===== config.mk =====
export PLATFORM = sky130hd
export DESIGN_NAME = clock_power_manager
export DESIGN_NICKNAME = d
export VERILOG_FILES = /design/src/core/cpm_pkg.sv /design/src/core/pll_lock_ctrl.sv /design/src/core/clk_switch.sv /design/src/core/clock_power_manager.sv
export VERILOG_INCLUDE_DIRS = /design/src /design/src/core
export SDC_FILE = /design/constraint.sdc
export NUM_CORES = 1
export LEC_CHECK = 0
export BUFFER_PORTS_ARGS = -buffer_cell sky130_fd_sc_hd__clkbuf_2
export CAP_MARGIN = 20
export CORE_MARGIN = 2
export CORE_UTILIZATION = 50
export DETAILED_ROUTE_END_ITERATION = 6
export MAX_ROUTING_LAYER = met4
export PLACE_DENSITY = 0.8
export SLEW_MARGIN = 30
export SYNTH_ARGS = -nofsm -noshare
export SYNTH_HDL_FRONTEND = slang
export SYNTH_SLANG_ARGS = --single-unit

===== constraint.sdc =====
create_clock -name ref_clk_i -period 2.3 [get_ports ref_clk_i]
set_input_delay 0.23 -clock ref_clk_i [delete_from_list [all_inputs] [get_ports ref_clk_i]]
set_output_delay 0.23 -clock ref_clk_i [all_outputs]
set_load 0.02 [all_outputs]

===== src/core/cpm_defs.svh =====
`ifndef CPM_DEFS_SVH
`define CPM_DEFS_SVH

// pll configuration word layout
`define CPM_CFG_W 20
`define CPM_M_HI 19
`define CPM_M_LO 12
`define CPM_P_HI 9
`define CPM_P_LO 4
`define CPM_S_HI 1
`define CPM_S_LO 0
`define CPM_M_W 9
`define CPM_P_W 7
`define CPM_S_W 2
`define CPM_M_OFS 8
`define CPM_P_OFS 2
`define CPM_CFG_RESET 20'h5C080

// boot strap decode
`define CPM_BOOT_MAIN_BIT 1
`define CPM_BOOT_USB_BIT 0
`define CPM_OP_TEST 2'h3

// timing
`define CPM_REF_PERIOD_NS 50
`define CPM_LOCK_MIN_NS 150000
`define CPM_LOCK_MIN_CYC ((`CPM_LOCK_MIN_NS + `CPM_REF_PERIOD_NS - 1) / `CPM_REF_PERIOD_NS)
`define CPM_SWITCH_GAP 2

`endif


===== src/core/cpm_pkg.sv =====
`default_nettype none
`include "cpm_defs.svh"

package cpm_pkg;

  typedef enum logic [2:0] {
    PM_NORMAL,
    PM_SLOW,
    PM_IDLE,
    PM_STOP,
    PM_LCD_IDLE
  } power_mode_t;

  typedef enum logic [1:0] {
    SW_DIRECT,
    SW_GAP_PLL,
    SW_PLL,
    SW_GAP_DIRECT
  } switch_state_t;

  typedef struct packed {
    logic [`CPM_M_W-1:0] m;
    logic [`CPM_P_W-1:0] p;
    logic [`CPM_S_W-1:0] s;
  } pll_div_t;

  typedef struct packed {
    logic cpu;
    logic ahb;
    logic apb;
    logic lcd;
    logic usb;
  } clk_gate_t;

endpackage

`default_nettype wire


===== src/core/pll_lock_ctrl.sv =====
`timescale 1ns/1ps
`default_nettype none
`include "cpm_defs.svh"

module pll_lock_ctrl #(
  parameter int LOCK_W = 16,
  parameter logic [`CPM_CFG_W-1:0] DEFAULT_CFG = `CPM_CFG_RESET
) (
  input wire logic ref_clk_i,
  input wire logic rst_i,
  input wire logic cfg_wr_i,
  input wire logic [`CPM_CFG_W-1:0] cfg_i,
  input wire logic relock_i,
  input wire logic [LOCK_W-1:0] lock_count_i,
  output cpm_pkg::pll_div_t div_o,
  output logic cfg_valid_o,
  output logic lock_busy_o,
  output logic use_pll_o
);

  if (LOCK_W < 1) begin : g_chk
    $error("pll_lock_ctrl: LOCK_W must be at least 1");
  end

  function automatic cpm_pkg::pll_div_t decode(input logic [`CPM_CFG_W-1:0] cfg);
    cpm_pkg::pll_div_t d;
    d.m = `CPM_M_W'(cfg[`CPM_M_HI:`CPM_M_LO]) + `CPM_M_W'(`CPM_M_OFS);
    d.p = `CPM_P_W'(cfg[`CPM_P_HI:`CPM_P_LO]) + `CPM_P_W'(`CPM_P_OFS);
    d.s = cfg[`CPM_S_HI:`CPM_S_LO];
    return d;
  endfunction

  localparam cpm_pkg::pll_div_t DIV_RESET = decode(DEFAULT_CFG);

  logic [LOCK_W-1:0] count_r;
  logic [LOCK_W-1:0] count_nxt;
  logic cfg_valid_r;
  cpm_pkg::pll_div_t div_r;

  wire start_w = cfg_wr_i | relock_i;
  wire busy_w = (count_r != '0);

  assign count_nxt = start_w ? lock_count_i : (busy_w ? count_r - LOCK_W'(1) : count_r);

  always_ff @(posedge ref_clk_i) begin
    if (rst_i) begin
      count_r <= '0;
      cfg_valid_r <= 1'b0;
      div_r <= DIV_RESET;
    end else begin
      count_r <= count_nxt;
      if (cfg_wr_i) begin
        cfg_valid_r <= 1'b1;
        div_r <= decode(cfg_i);
      end
    end
  end

  assign div_o = div_r;
  assign cfg_valid_o = cfg_valid_r;
  assign lock_busy_o = busy_w;
  assign use_pll_o = cfg_valid_r & ~busy_w;

endmodule // pll_lock_ctrl

`default_nettype wire


===== src/core/clk_switch.sv =====
`timescale 1ns/1ps
`default_nettype none
`include "cpm_defs.svh"

module clk_switch #(
  parameter int GAP = `CPM_SWITCH_GAP
) (
  input wire logic ref_clk_i,
  input wire logic rst_i,
  input wire logic want_pll_i,
  output logic sel_pll_o,
  output logic sel_direct_o,
  output logic switching_o
);

  if (GAP < 1) begin : g_chk
    $error("clk_switch: GAP must be at least 1");
  end

  localparam int GW = $clog2(GAP + 1);

  cpm_pkg::switch_state_t state_r;
  cpm_pkg::switch_state_t state_nxt;
  logic [GW-1:0] gap_r;
  logic [GW-1:0] gap_nxt;

  wire gap_done_w = (gap_r == '0);

  always_comb begin
    state_nxt = state_r;
    gap_nxt = (gap_r == '0) ? gap_r : gap_r - GW'(1);
    case (state_r)
      cpm_pkg::SW_DIRECT: begin
        if (want_pll_i) begin
          state_nxt = cpm_pkg::SW_GAP_PLL;
          gap_nxt = GW'(GAP);
        end
      end
      cpm_pkg::SW_GAP_PLL: begin
        if (gap_done_w) begin
          state_nxt = cpm_pkg::SW_PLL;
        end
      end
      cpm_pkg::SW_PLL: begin
        if (!want_pll_i) begin
          state_nxt = cpm_pkg::SW_GAP_DIRECT;
          gap_nxt = GW'(GAP);
        end
      end
      cpm_pkg::SW_GAP_DIRECT: begin
        if (gap_done_w) begin
          state_nxt = cpm_pkg::SW_DIRECT;
        end
      end
      default: begin
        state_nxt = cpm_pkg::SW_DIRECT;
      end
    endcase
  end

  always_ff @(posedge ref_clk_i) begin
    if (rst_i) begin
      state_r <= cpm_pkg::SW_DIRECT;
      gap_r <= '0;
    end else begin
      state_r <= state_nxt;
      gap_r <= gap_nxt;
    end
  end

  // break before make: both selects low during the gap
  assign sel_pll_o = (state_r == cpm_pkg::SW_PLL);
  assign sel_direct_o = (state_r == cpm_pkg::SW_DIRECT);
  assign switching_o = ~sel_pll_o & ~sel_direct_o;

endmodule // clk_switch

`default_nettype wire


===== src/core/clock_power_manager.sv =====
// Behaviour
// - boot clock-select pins are caught at reset release and held afterwards.
// - boot code picks crystal or external source for main and usb.
// - operating-select 11 makes the boot code a test selection instead.
// - direct source drives clocks until a pll configuration is written.
// - pll divider values are m equals field plus 8, p equals field plus 2.
// - usb pll uses the same divider and configuration handling as main.
// - cpu clock held off while a new pll setting is locking.
// - lock interval of n reference periods after reset and after wake from stop or lcd-only idle.
// - relock on a config write, reset release or wake; switch to pll after the break-before-make gap that follows lock.
// - cpu, ahb and apb clocks produced; usb pll feeds the usb block.
// - per-peripheral enable bits gate each peripheral clock, except the lcd clock in lcd-only idle.
// - normal mode clocks cpu and every enabled peripheral.
// - slow mode drives cpu clock from the direct source, no pll.
// - idle gates only the cpu clock and wakes on any interrupt.
// - stop turns plls off, freezes all clocks, wakes on pin or alarm.
// - lcd-only idle keeps the lcd clock running and leaves the enabled usb clock gate open with the usb pll off; cpu, ahb and apb are gated.
`timescale 1ns/1ps
`default_nettype none
`include "cpm_defs.svh"

module clock_power_manager #(
  parameter int LOCK_W = 16,
  parameter int N_PERIPH = 16,
  parameter int LCD_IDX = 0,
  parameter logic [`CPM_CFG_W-1:0] MAIN_DEFAULT_CFG = `CPM_CFG_RESET,
  parameter logic [`CPM_CFG_W-1:0] USB_DEFAULT_CFG = `CPM_CFG_RESET
) (
  input wire logic ref_clk_i,
  input wire logic rst_i,
  input wire logic [1:0] boot_clock_select_i,
  input wire logic [1:0] boot_operating_select_i,
  input wire logic main_pll_config_wr_i,
  input wire logic [`CPM_CFG_W-1:0] main_pll_config_i,
  input wire logic usb_pll_config_wr_i,
  input wire logic [`CPM_CFG_W-1:0] usb_pll_config_i,
  input wire logic [LOCK_W-1:0] main_lock_count_i,
  input wire logic [LOCK_W-1:0] usb_lock_count_i,
  input wire logic [N_PERIPH-1:0] periph_clk_enable_i,
  input wire logic usb_clk_enable_i,
  input wire logic mode_wr_i,
  input wire cpm_pkg::power_mode_t mode_i,
  input wire logic cpu_irq_i,
  input wire logic ext_irq_i,
  input wire logic rtc_alarm_i,
  output logic main_src_ext_o,
  output logic usb_src_ext_o,
  output logic test_mode_o,
  output logic [1:0] test_select_o,
  output cpm_pkg::pll_div_t main_pll_div_o,
  output cpm_pkg::pll_div_t usb_pll_div_o,
  output logic main_pll_on_o,
  output logic usb_pll_on_o,
  output logic cpu_clk_sel_pll_o,
  output logic cpu_clk_sel_direct_o,
  output logic usb_clk_sel_pll_o,
  output cpm_pkg::clk_gate_t clk_gate_o,
  output logic [N_PERIPH-1:0] periph_clk_en_o,
  output logic main_lock_busy_o,
  output logic usb_lock_busy_o,
  output logic lock_count_short_o,
  output cpm_pkg::power_mode_t power_mode_o
);

  if (N_PERIPH < 1 || LCD_IDX < 0 || LCD_IDX >= N_PERIPH) begin : g_chk_periph
    $error("clock_power_manager: LCD_IDX must index a peripheral");
  end
  if (LOCK_W < 1) begin : g_chk_lock
    $error("clock_power_manager: LOCK_W must be at least 1");
  end

  localparam int LOCK_MIN_CYC = `CPM_LOCK_MIN_CYC;

  // boot strap capture
  logic [1:0] boot_sel_r;
  logic [1:0] boot_op_r;
  logic rst_d_r;

  always_ff @(posedge ref_clk_i) begin
    if (rst_i) begin
      boot_sel_r <= boot_clock_select_i;
      boot_op_r <= boot_operating_select_i;
    end
  end

  always_ff @(posedge ref_clk_i) begin
    if (rst_i) begin
      rst_d_r <= 1'b1;
    end else begin
      rst_d_r <= 1'b0;
    end
  end

  wire post_reset_w = rst_d_r & ~rst_i;
  wire test_w = (boot_op_r == `CPM_OP_TEST);
  wire main_ext_w = ~test_w & boot_sel_r[`CPM_BOOT_MAIN_BIT];
  wire usb_ext_w = ~test_w & boot_sel_r[`CPM_BOOT_USB_BIT];

  // power mode state
  cpm_pkg::power_mode_t mode_r;
  cpm_pkg::power_mode_t mode_nxt;
  logic wake_nxt;
  logic wake_r;

  wire wake_src_w = ext_irq_i | rtc_alarm_i;
  wire can_cmd_w = (mode_r == cpm_pkg::PM_NORMAL) || (mode_r == cpm_pkg::PM_SLOW);

  always_comb begin
    mode_nxt = mode_r;
    wake_nxt = 1'b0;
    case (mode_r)
      cpm_pkg::PM_NORMAL, cpm_pkg::PM_SLOW: begin
        if (mode_wr_i) begin
          mode_nxt = mode_i;
        end
      end
      cpm_pkg::PM_IDLE: begin
        if (cpu_irq_i || wake_src_w) begin
          mode_nxt = cpm_pkg::PM_NORMAL;
        end
      end
      cpm_pkg::PM_STOP: begin
        if (wake_src_w) begin
          mode_nxt = cpm_pkg::PM_NORMAL;
          wake_nxt = 1'b1;
        end
      end
      cpm_pkg::PM_LCD_IDLE: begin
        if (wake_src_w) begin
          mode_nxt = cpm_pkg::PM_NORMAL;
          wake_nxt = 1'b1;
        end
      end
      default: begin
        mode_nxt = cpm_pkg::PM_NORMAL;
      end
    endcase
  end

  always_ff @(posedge ref_clk_i) begin
    if (rst_i) begin
      mode_r <= cpm_pkg::PM_NORMAL;
      wake_r <= 1'b0;
    end else begin
      mode_r <= mode_nxt;
      wake_r <= wake_nxt;
    end
  end

  // pll lock control
  logic main_busy;
  logic main_use_pll;
  logic usb_busy;
  logic usb_use_pll;

  wire relock_w = post_reset_w | wake_r;

  pll_lock_ctrl #(
    .LOCK_W(LOCK_W),
    .DEFAULT_CFG(MAIN_DEFAULT_CFG)
  ) u_main_lock (
    .ref_clk_i(ref_clk_i),
    .rst_i(rst_i),
    .cfg_wr_i(main_pll_config_wr_i),
    .cfg_i(main_pll_config_i),
    .relock_i(relock_w),
    .lock_count_i(main_lock_count_i),
    .div_o(main_pll_div_o),
    .cfg_valid_o(),
    .lock_busy_o(main_busy),
    .use_pll_o(main_use_pll)
  );

  pll_lock_ctrl #(
    .LOCK_W(LOCK_W),
    .DEFAULT_CFG(USB_DEFAULT_CFG)
  ) u_usb_lock (
    .ref_clk_i(ref_clk_i),
    .rst_i(rst_i),
    .cfg_wr_i(usb_pll_config_wr_i),
    .cfg_i(usb_pll_config_i),
    .relock_i(relock_w),
    .lock_count_i(usb_lock_count_i),
    .div_o(usb_pll_div_o),
    .cfg_valid_o(),
    .lock_busy_o(usb_busy),
    .use_pll_o(usb_use_pll)
  );

  // clock source switching
  logic cpu_sel_pll;
  logic cpu_sel_direct;
  logic cpu_switching;
  logic usb_sel_pll;
  logic usb_switching;

  wire slow_w = (mode_r == cpm_pkg::PM_SLOW);
  wire cpu_want_pll_w = main_use_pll & ~slow_w;

  clk_switch #(
    .GAP(`CPM_SWITCH_GAP)
  ) u_cpu_switch (
    .ref_clk_i(ref_clk_i),
    .rst_i(rst_i),
    .want_pll_i(cpu_want_pll_w),
    .sel_pll_o(cpu_sel_pll),
    .sel_direct_o(cpu_sel_direct),
    .switching_o(cpu_switching)
  );

  clk_switch #(
    .GAP(`CPM_SWITCH_GAP)
  ) u_usb_switch (
    .ref_clk_i(ref_clk_i),
    .rst_i(rst_i),
    .want_pll_i(usb_use_pll),
    .sel_pll_o(usb_sel_pll),
    .sel_direct_o(),
    .switching_o(usb_switching)
  );

  // clock gating decode
  wire run_w = (mode_r == cpm_pkg::PM_NORMAL) || slow_w;
  wire bus_mode_w = run_w || (mode_r == cpm_pkg::PM_IDLE);
  wire lcd_only_w = (mode_r == cpm_pkg::PM_LCD_IDLE);
  wire stop_w = (mode_r == cpm_pkg::PM_STOP);
  wire main_hold_w = main_busy | cpu_switching;

  wire cpu_en_w = run_w & ~main_hold_w;
  wire bus_en_w = bus_mode_w & ~main_hold_w;
  wire lcd_en_w = (bus_en_w & periph_clk_enable_i[LCD_IDX]) | lcd_only_w;
  wire usb_en_w = usb_clk_enable_i & ~stop_w & ~usb_busy & ~usb_switching;

  logic [N_PERIPH-1:0] periph_en_w;

  always_comb begin
    periph_en_w = periph_clk_enable_i & {N_PERIPH{bus_en_w}};
    periph_en_w[LCD_IDX] = lcd_en_w;
  end

  cpm_pkg::clk_gate_t gate_nxt;

  always_comb begin
    gate_nxt.cpu = cpu_en_w;
    gate_nxt.ahb = bus_en_w;
    gate_nxt.apb = bus_en_w;
    gate_nxt.lcd = lcd_en_w;
    gate_nxt.usb = usb_en_w;
  end

  cpm_pkg::clk_gate_t gate_r;
  logic [N_PERIPH-1:0] periph_en_r;
  logic main_pll_on_r;
  logic usb_pll_on_r;
  logic cpu_sel_pll_r;
  logic cpu_sel_direct_r;
  logic usb_sel_pll_r;
  logic short_r;

  wire main_short_w = (32'(main_lock_count_i) < 32'(LOCK_MIN_CYC));
  wire usb_short_w = (32'(usb_lock_count_i) < 32'(LOCK_MIN_CYC));

  always_ff @(posedge ref_clk_i) begin
    if (rst_i) begin
      gate_r <= '0;
      periph_en_r <= '0;
      main_pll_on_r <= 1'b1;
      usb_pll_on_r <= 1'b1;
      cpu_sel_pll_r <= 1'b0;
      cpu_sel_direct_r <= 1'b1;
      usb_sel_pll_r <= 1'b0;
      short_r <= 1'b0;
    end else begin
      gate_r <= gate_nxt;
      periph_en_r <= periph_en_w;
      main_pll_on_r <= ~stop_w;
      usb_pll_on_r <= ~stop_w & ~lcd_only_w;
      cpu_sel_pll_r <= cpu_sel_pll;
      cpu_sel_direct_r <= cpu_sel_direct;
      usb_sel_pll_r <= usb_sel_pll;
      short_r <= main_short_w | usb_short_w;
    end
  end

  assign main_src_ext_o = main_ext_w;
  assign usb_src_ext_o = usb_ext_w;
  assign test_mode_o = test_w;
  assign test_select_o = test_w ? boot_sel_r : 2'h0;
  assign main_pll_on_o = main_pll_on_r;
  assign usb_pll_on_o = usb_pll_on_r;
  assign cpu_clk_sel_pll_o = cpu_sel_pll_r;
  assign cpu_clk_sel_direct_o = cpu_sel_direct_r;
  assign usb_clk_sel_pll_o = usb_sel_pll_r;
  assign clk_gate_o = gate_r;
  assign periph_clk_en_o = periph_en_r;
  assign main_lock_busy_o = main_busy;
  assign usb_lock_busy_o = usb_busy;
  assign lock_count_short_o = short_r;
  assign power_mode_o = mode_r;

endmodule // clock_power_manager

`default_nettype wire


==> impl_metrics.py <==
metrics = {
    "status": {
        "outcome": "finished clean",
    },
    "finish": {
        "multi_input_area_mm2": 0.00267,
        "layout_commonest_cell": "clkbuf_2",
        "area_growth_pct": 23.8,
        "layout-drive-gt1-share_pct": 29.0,
        "layout.cells.non_filler": 871,
        "num-fill-cells": 859,
        "regArea_mm2": 0.00228,
        "nNetsFinal": 853,
        "diodes": 0,
        "final_cell_mix": "clkbuf_2, dfxtp_1, nor2_1, nand2_1, a21oi_1",
    },
    "synth": {
        "avgSynthCellArea_um2": 8.96,
        "synthCells": 570,
        "synth_ff_type": "dfxtp_1",
        "ys_types": 55,
        "yosysWarningCount": 0,
        "syn_nets": 690,
        "syn_area_mm2": 0.00511,
        "synthArstFlopShare_pct": 0,
        "ys_seq_area_share_pct": 44.7,
        "synth_seq_cells": 112,
        "synth-edff-count": 4,
    },
    "floorplanning": {
        "start_util_pct": 51.8,
        "coreArea_mm2": 0.00986,
        "die_w_um": 105,
        "die_y_um": 105,
        "num_io_pins": 177,
        "dieArea_mm2": 0.0110,
        "rows": 36,
    },
    "setup_path": {
        "critical_path_depth": 5,
        "required_ps": 2070,
        "endpoint_kind": "output pin",
        "cp_slowest_cell": "dfxtp_1",
        "path_max_fanout": 7,
        "ff2ff_setup_slack_ps": 300,
        "cpLargestDelayFamily": "simple AND/OR/NAND/NOR gates",
        "critical_path.max_stage_delay_ps": 390,
        "reg2reg_depth": 7,
        "path_class": "reg -> out",
        "path_buf_inv": 2,
        "crit_chain": "nor4_4 -> nand3_2 -> nor2_4 -> inv_1 -> clkbuf_2",
        "cp.arrival_ps": 1910,
        "start_kind": "flip-flop",
    },
    "min_path": {
        "hp-class": "in -> reg",
        "hold_depth": 2,
    },
    "pwr": {
        "ir_drop_mv": 0.520,
        "power_frac_clock_pct": 28.6,
        "p_seq_share_pct": 53.4,
        "sw_frac_of_total_pct": 30.6,
        "p_leak_uw": 0.00281,
        "internal_power_uw": 2800,
        "power_density_mw_per_mm2": 639,
        "combPwrFrac_pct": 17.9,
        "p_switching_uw": 1240,
    },
    "place": {
        "gp_congestion": 0.882,
        "io_buffers": 168,
        "dp.cells": 848,
        "dp_hpwl_um": 8800,
    },
    "job": {
        "maxCapViolCount": 0,
    },
    "grt": {
        "grt_pass1_wl_um": 19400,
        "gr-total-overflow": 0,
        "antenna_found_initial": 0,
        "grt_pass1_vias": 4379,
        "grt_max_degree": 96,
        "gr-usage-all-layers_pct": 22.1,
    },
    "timing": {
        "rsz0062_at_grt": "no",
        "slew_headroom_pct": 70.7,
        "final.setup.tns_ps": 0,
        "tightest_slew_ps": 439,
        "fin_crit_ps": 2140,
        "finalMaxSlewViolations": 0,
        "fin_crit_sh_pct": 93.2,
        "hold_viol": 0,
        "fmax_ghz": 0.466,
        "setup_violations": 0,
        "finClkSkew_ps": 8.82,
    },
    "drt": {
        "avgViaCountPerCell": 5.32,
        "drt-wirelength-per-cell_um": 13.8,
        "postRouteAntennaNets": 0,
        "wl_um": 12000,
        "vias": 4632,
        "post-route-drc-count": 0,
        "drt-pass1-iter-count": 4,
        "drtIter0Drc": 161,
    },
    "clock_network": {
        "clockBufferDepth": 2,
        "h-tree-depth": 3,
        "numCtsBuffers": 9,
        "path_clk_slew_ps": 110,
        "clockRootBuffer": "clkbuf_8",
        "clock_latency_ps": 400,
        "cts_tree": "built",
        "clock_sinks": 112,
    },
}
## Yosys cell counts, types with 5 or more instances
| library cell | number | share of area [%] |
|---|---|---|
| or2_2 | 8 | 0.98 |
| ha_1 | 16 | 3.9 |
| and3_1 | 8 | 0.98 |
| nor4_1 | 5 | 0.61 |
| nor3_1 | 16 | 1.6 |
| a211oi_1 | 19 | 2.8 |
| nand2b_1 | 14 | 1.7 |
| inv_1 | 12 | 0.88 |
| nor2_1 | 77 | 5.7 |
| clkbuf_1 | 17 | 1.2 |
| a21oi_1 | 25 | 2.4 |
| nand3_1 | 22 | 2.2 |
| nor2b_1 | 10 | 1.2 |
| a31oi_1 | 7 | 0.86 |
| or3_1 | 7 | 0.86 |
| nand4_1 | 10 | 1.2 |
| nand2_1 | 34 | 2.5 |
| buf_1 | 5 | 0.37 |
| o21ai_0 | 22 | 2.2 |
| mux2i_1 | 19 | 3.7 |
| and2_1 | 18 | 2.2 |
| dfxtp_1 | 108 | 42 |
| xor2_1 | 12 | 2.1 |
| xnor2_1 | 19 | 3.3 |
## timing repair
action                                 CTS  global route
hold buffers                             4             1
endpoints found under the hold margin    4             1
pin swaps                                0             2
buffers inserted                         0             2
setup endpoints to repair                1             1
gates resized for setup                  2             2
cloned                                   0             0
## stage by stage
| step | utilization (%) | cell area (um2) | setup slack (ps) | hold WS, ps | power (uW) |
|---|---|---|---|---|---|
| 2_1_floorplan | - | 5110 | 533 | 258 | 2660 |
| 3_3_place_gp | 61.2 | 6040 | 390 | 409 | 2880 |
| 3_5_place_dp | 61.2 | 6040 | 303 | 410 | 2910 |
| 4_1_cts | 63.7 | 6290 | 1.22 | 1.95 | 4080 |
| 5_1_grt | 64.1 | 6320 | 50.4 | 6.96 | 4250 |
| 6_report | 64.1 | 6320 | 156 | 33.1 | 4040 |
## worst register-to-register path, cell delays in order, from the launching register on
cell and delay [ps]:
dfxtp_1 360, inv_1 120, ha_1 290, or3b_2 510, nor3_1 240, xnor2_1 100
o31a_1 240, nor2_1 80
## worst paths after layout
path,startpoint,to
max,u_usb_lock.count_r[11]$_SDFFE_PP0P_,usb_lock_busy_o
min,periph_clk_enable_i[11],periph_clk_en_o[11]$_SDFF_PP0_
max reg2reg,u_usb_lock.count_r[0]$_SDFFE_PP0P_,u_usb_lock.count_r[6]$_SDFFE_PP0P_
min reg2reg,u_main_lock.cfg_valid_o$_SDFFE_PP0P_,u_main_lock.cfg_valid_o$_SDFFE_PP0P_
## flip-flops by register name, indices dropped and copies added (netlist names)
| register | count |
|---|---|
| u_usb_lock.cfg_valid_o | 1 |
| u_main_lock.cfg_valid_o | 1 |
| rst_d_r | 1 |
| boot_op_r | 2 |
| usb_pll_on_o | 1 |
| cpu_clk_sel_direct_o | 1 |
| u_usb_switch.state_r | 2 |
| boot_sel_r | 2 |
| u_cpu_switch.state_r | 2 |
| u_usb_lock.count_r | 16 |
| lock_count_short_o | 1 |
| periph_clk_en_o | 16 |
| u_main_lock.div_o | 18 |
| usb_clk_sel_pll_o | 1 |
| wake_r | 1 |
| u_main_lock.count_r | 16 |
| u_cpu_switch.gap_r | 2 |
| power_mode_o | 3 |
| cpu_clk_sel_pll_o | 1 |
| main_pll_on_o | 1 |
| clk_gate_o | 3 |
| u_usb_switch.gap_r | 2 |
| u_usb_lock.div_o | 18 |
## power by group through the flow
stage / logic, uW / registers [uW] / clock network, uW
5_1_grt: 804 / 2180 / 1270
2_1_floorplan: 427 / 2230 / 0
6_report: 726 / 2160 / 1160
3_3_place_gp: 692 / 2190 / 0
3_5_place_dp: 709 / 2200 / 0
4_1_cts: 722 / 2160 / 1200
## kinds of logic after synthesis
| kind of cell | count (synthesis) | synth area share [%] |
|---|---|---|
| and+or+nand+nor | 254 | 26.7 |
| xor gates and xnor gates | 31 | 5.32 |
| muxes | 19 | 3.72 |
| AOI/OAI and AO/OA | 97 | 12.2 |
| buffers and inverters | 41 | 3.45 |
| DFF | 112 | 44.7 |
| adders and majority gates | 16 | 3.92 |
## per-layer routing
layer	vias to the layer above	track usage [%]	part of all wire [%]
li1	2320	-	-
met1	2148	24.8	43
met2	142	37.8	50
met3	22	5.93	5.2
met4	0	8.10	1.7
met5	-	-	0
## cell type report
class | instances | area share (%)
timing repair buffer | 181 | 15.2
tap | 133 | 2.63
inverter | 12 | 0.712
sequential | 112 | 36.1
multi-input combinational | 417 | 42.2
clock buffer | 9 | 1.96
clock inverter | 7 | 1.13
Note: power is estimated with default switching activity, not from simulation.
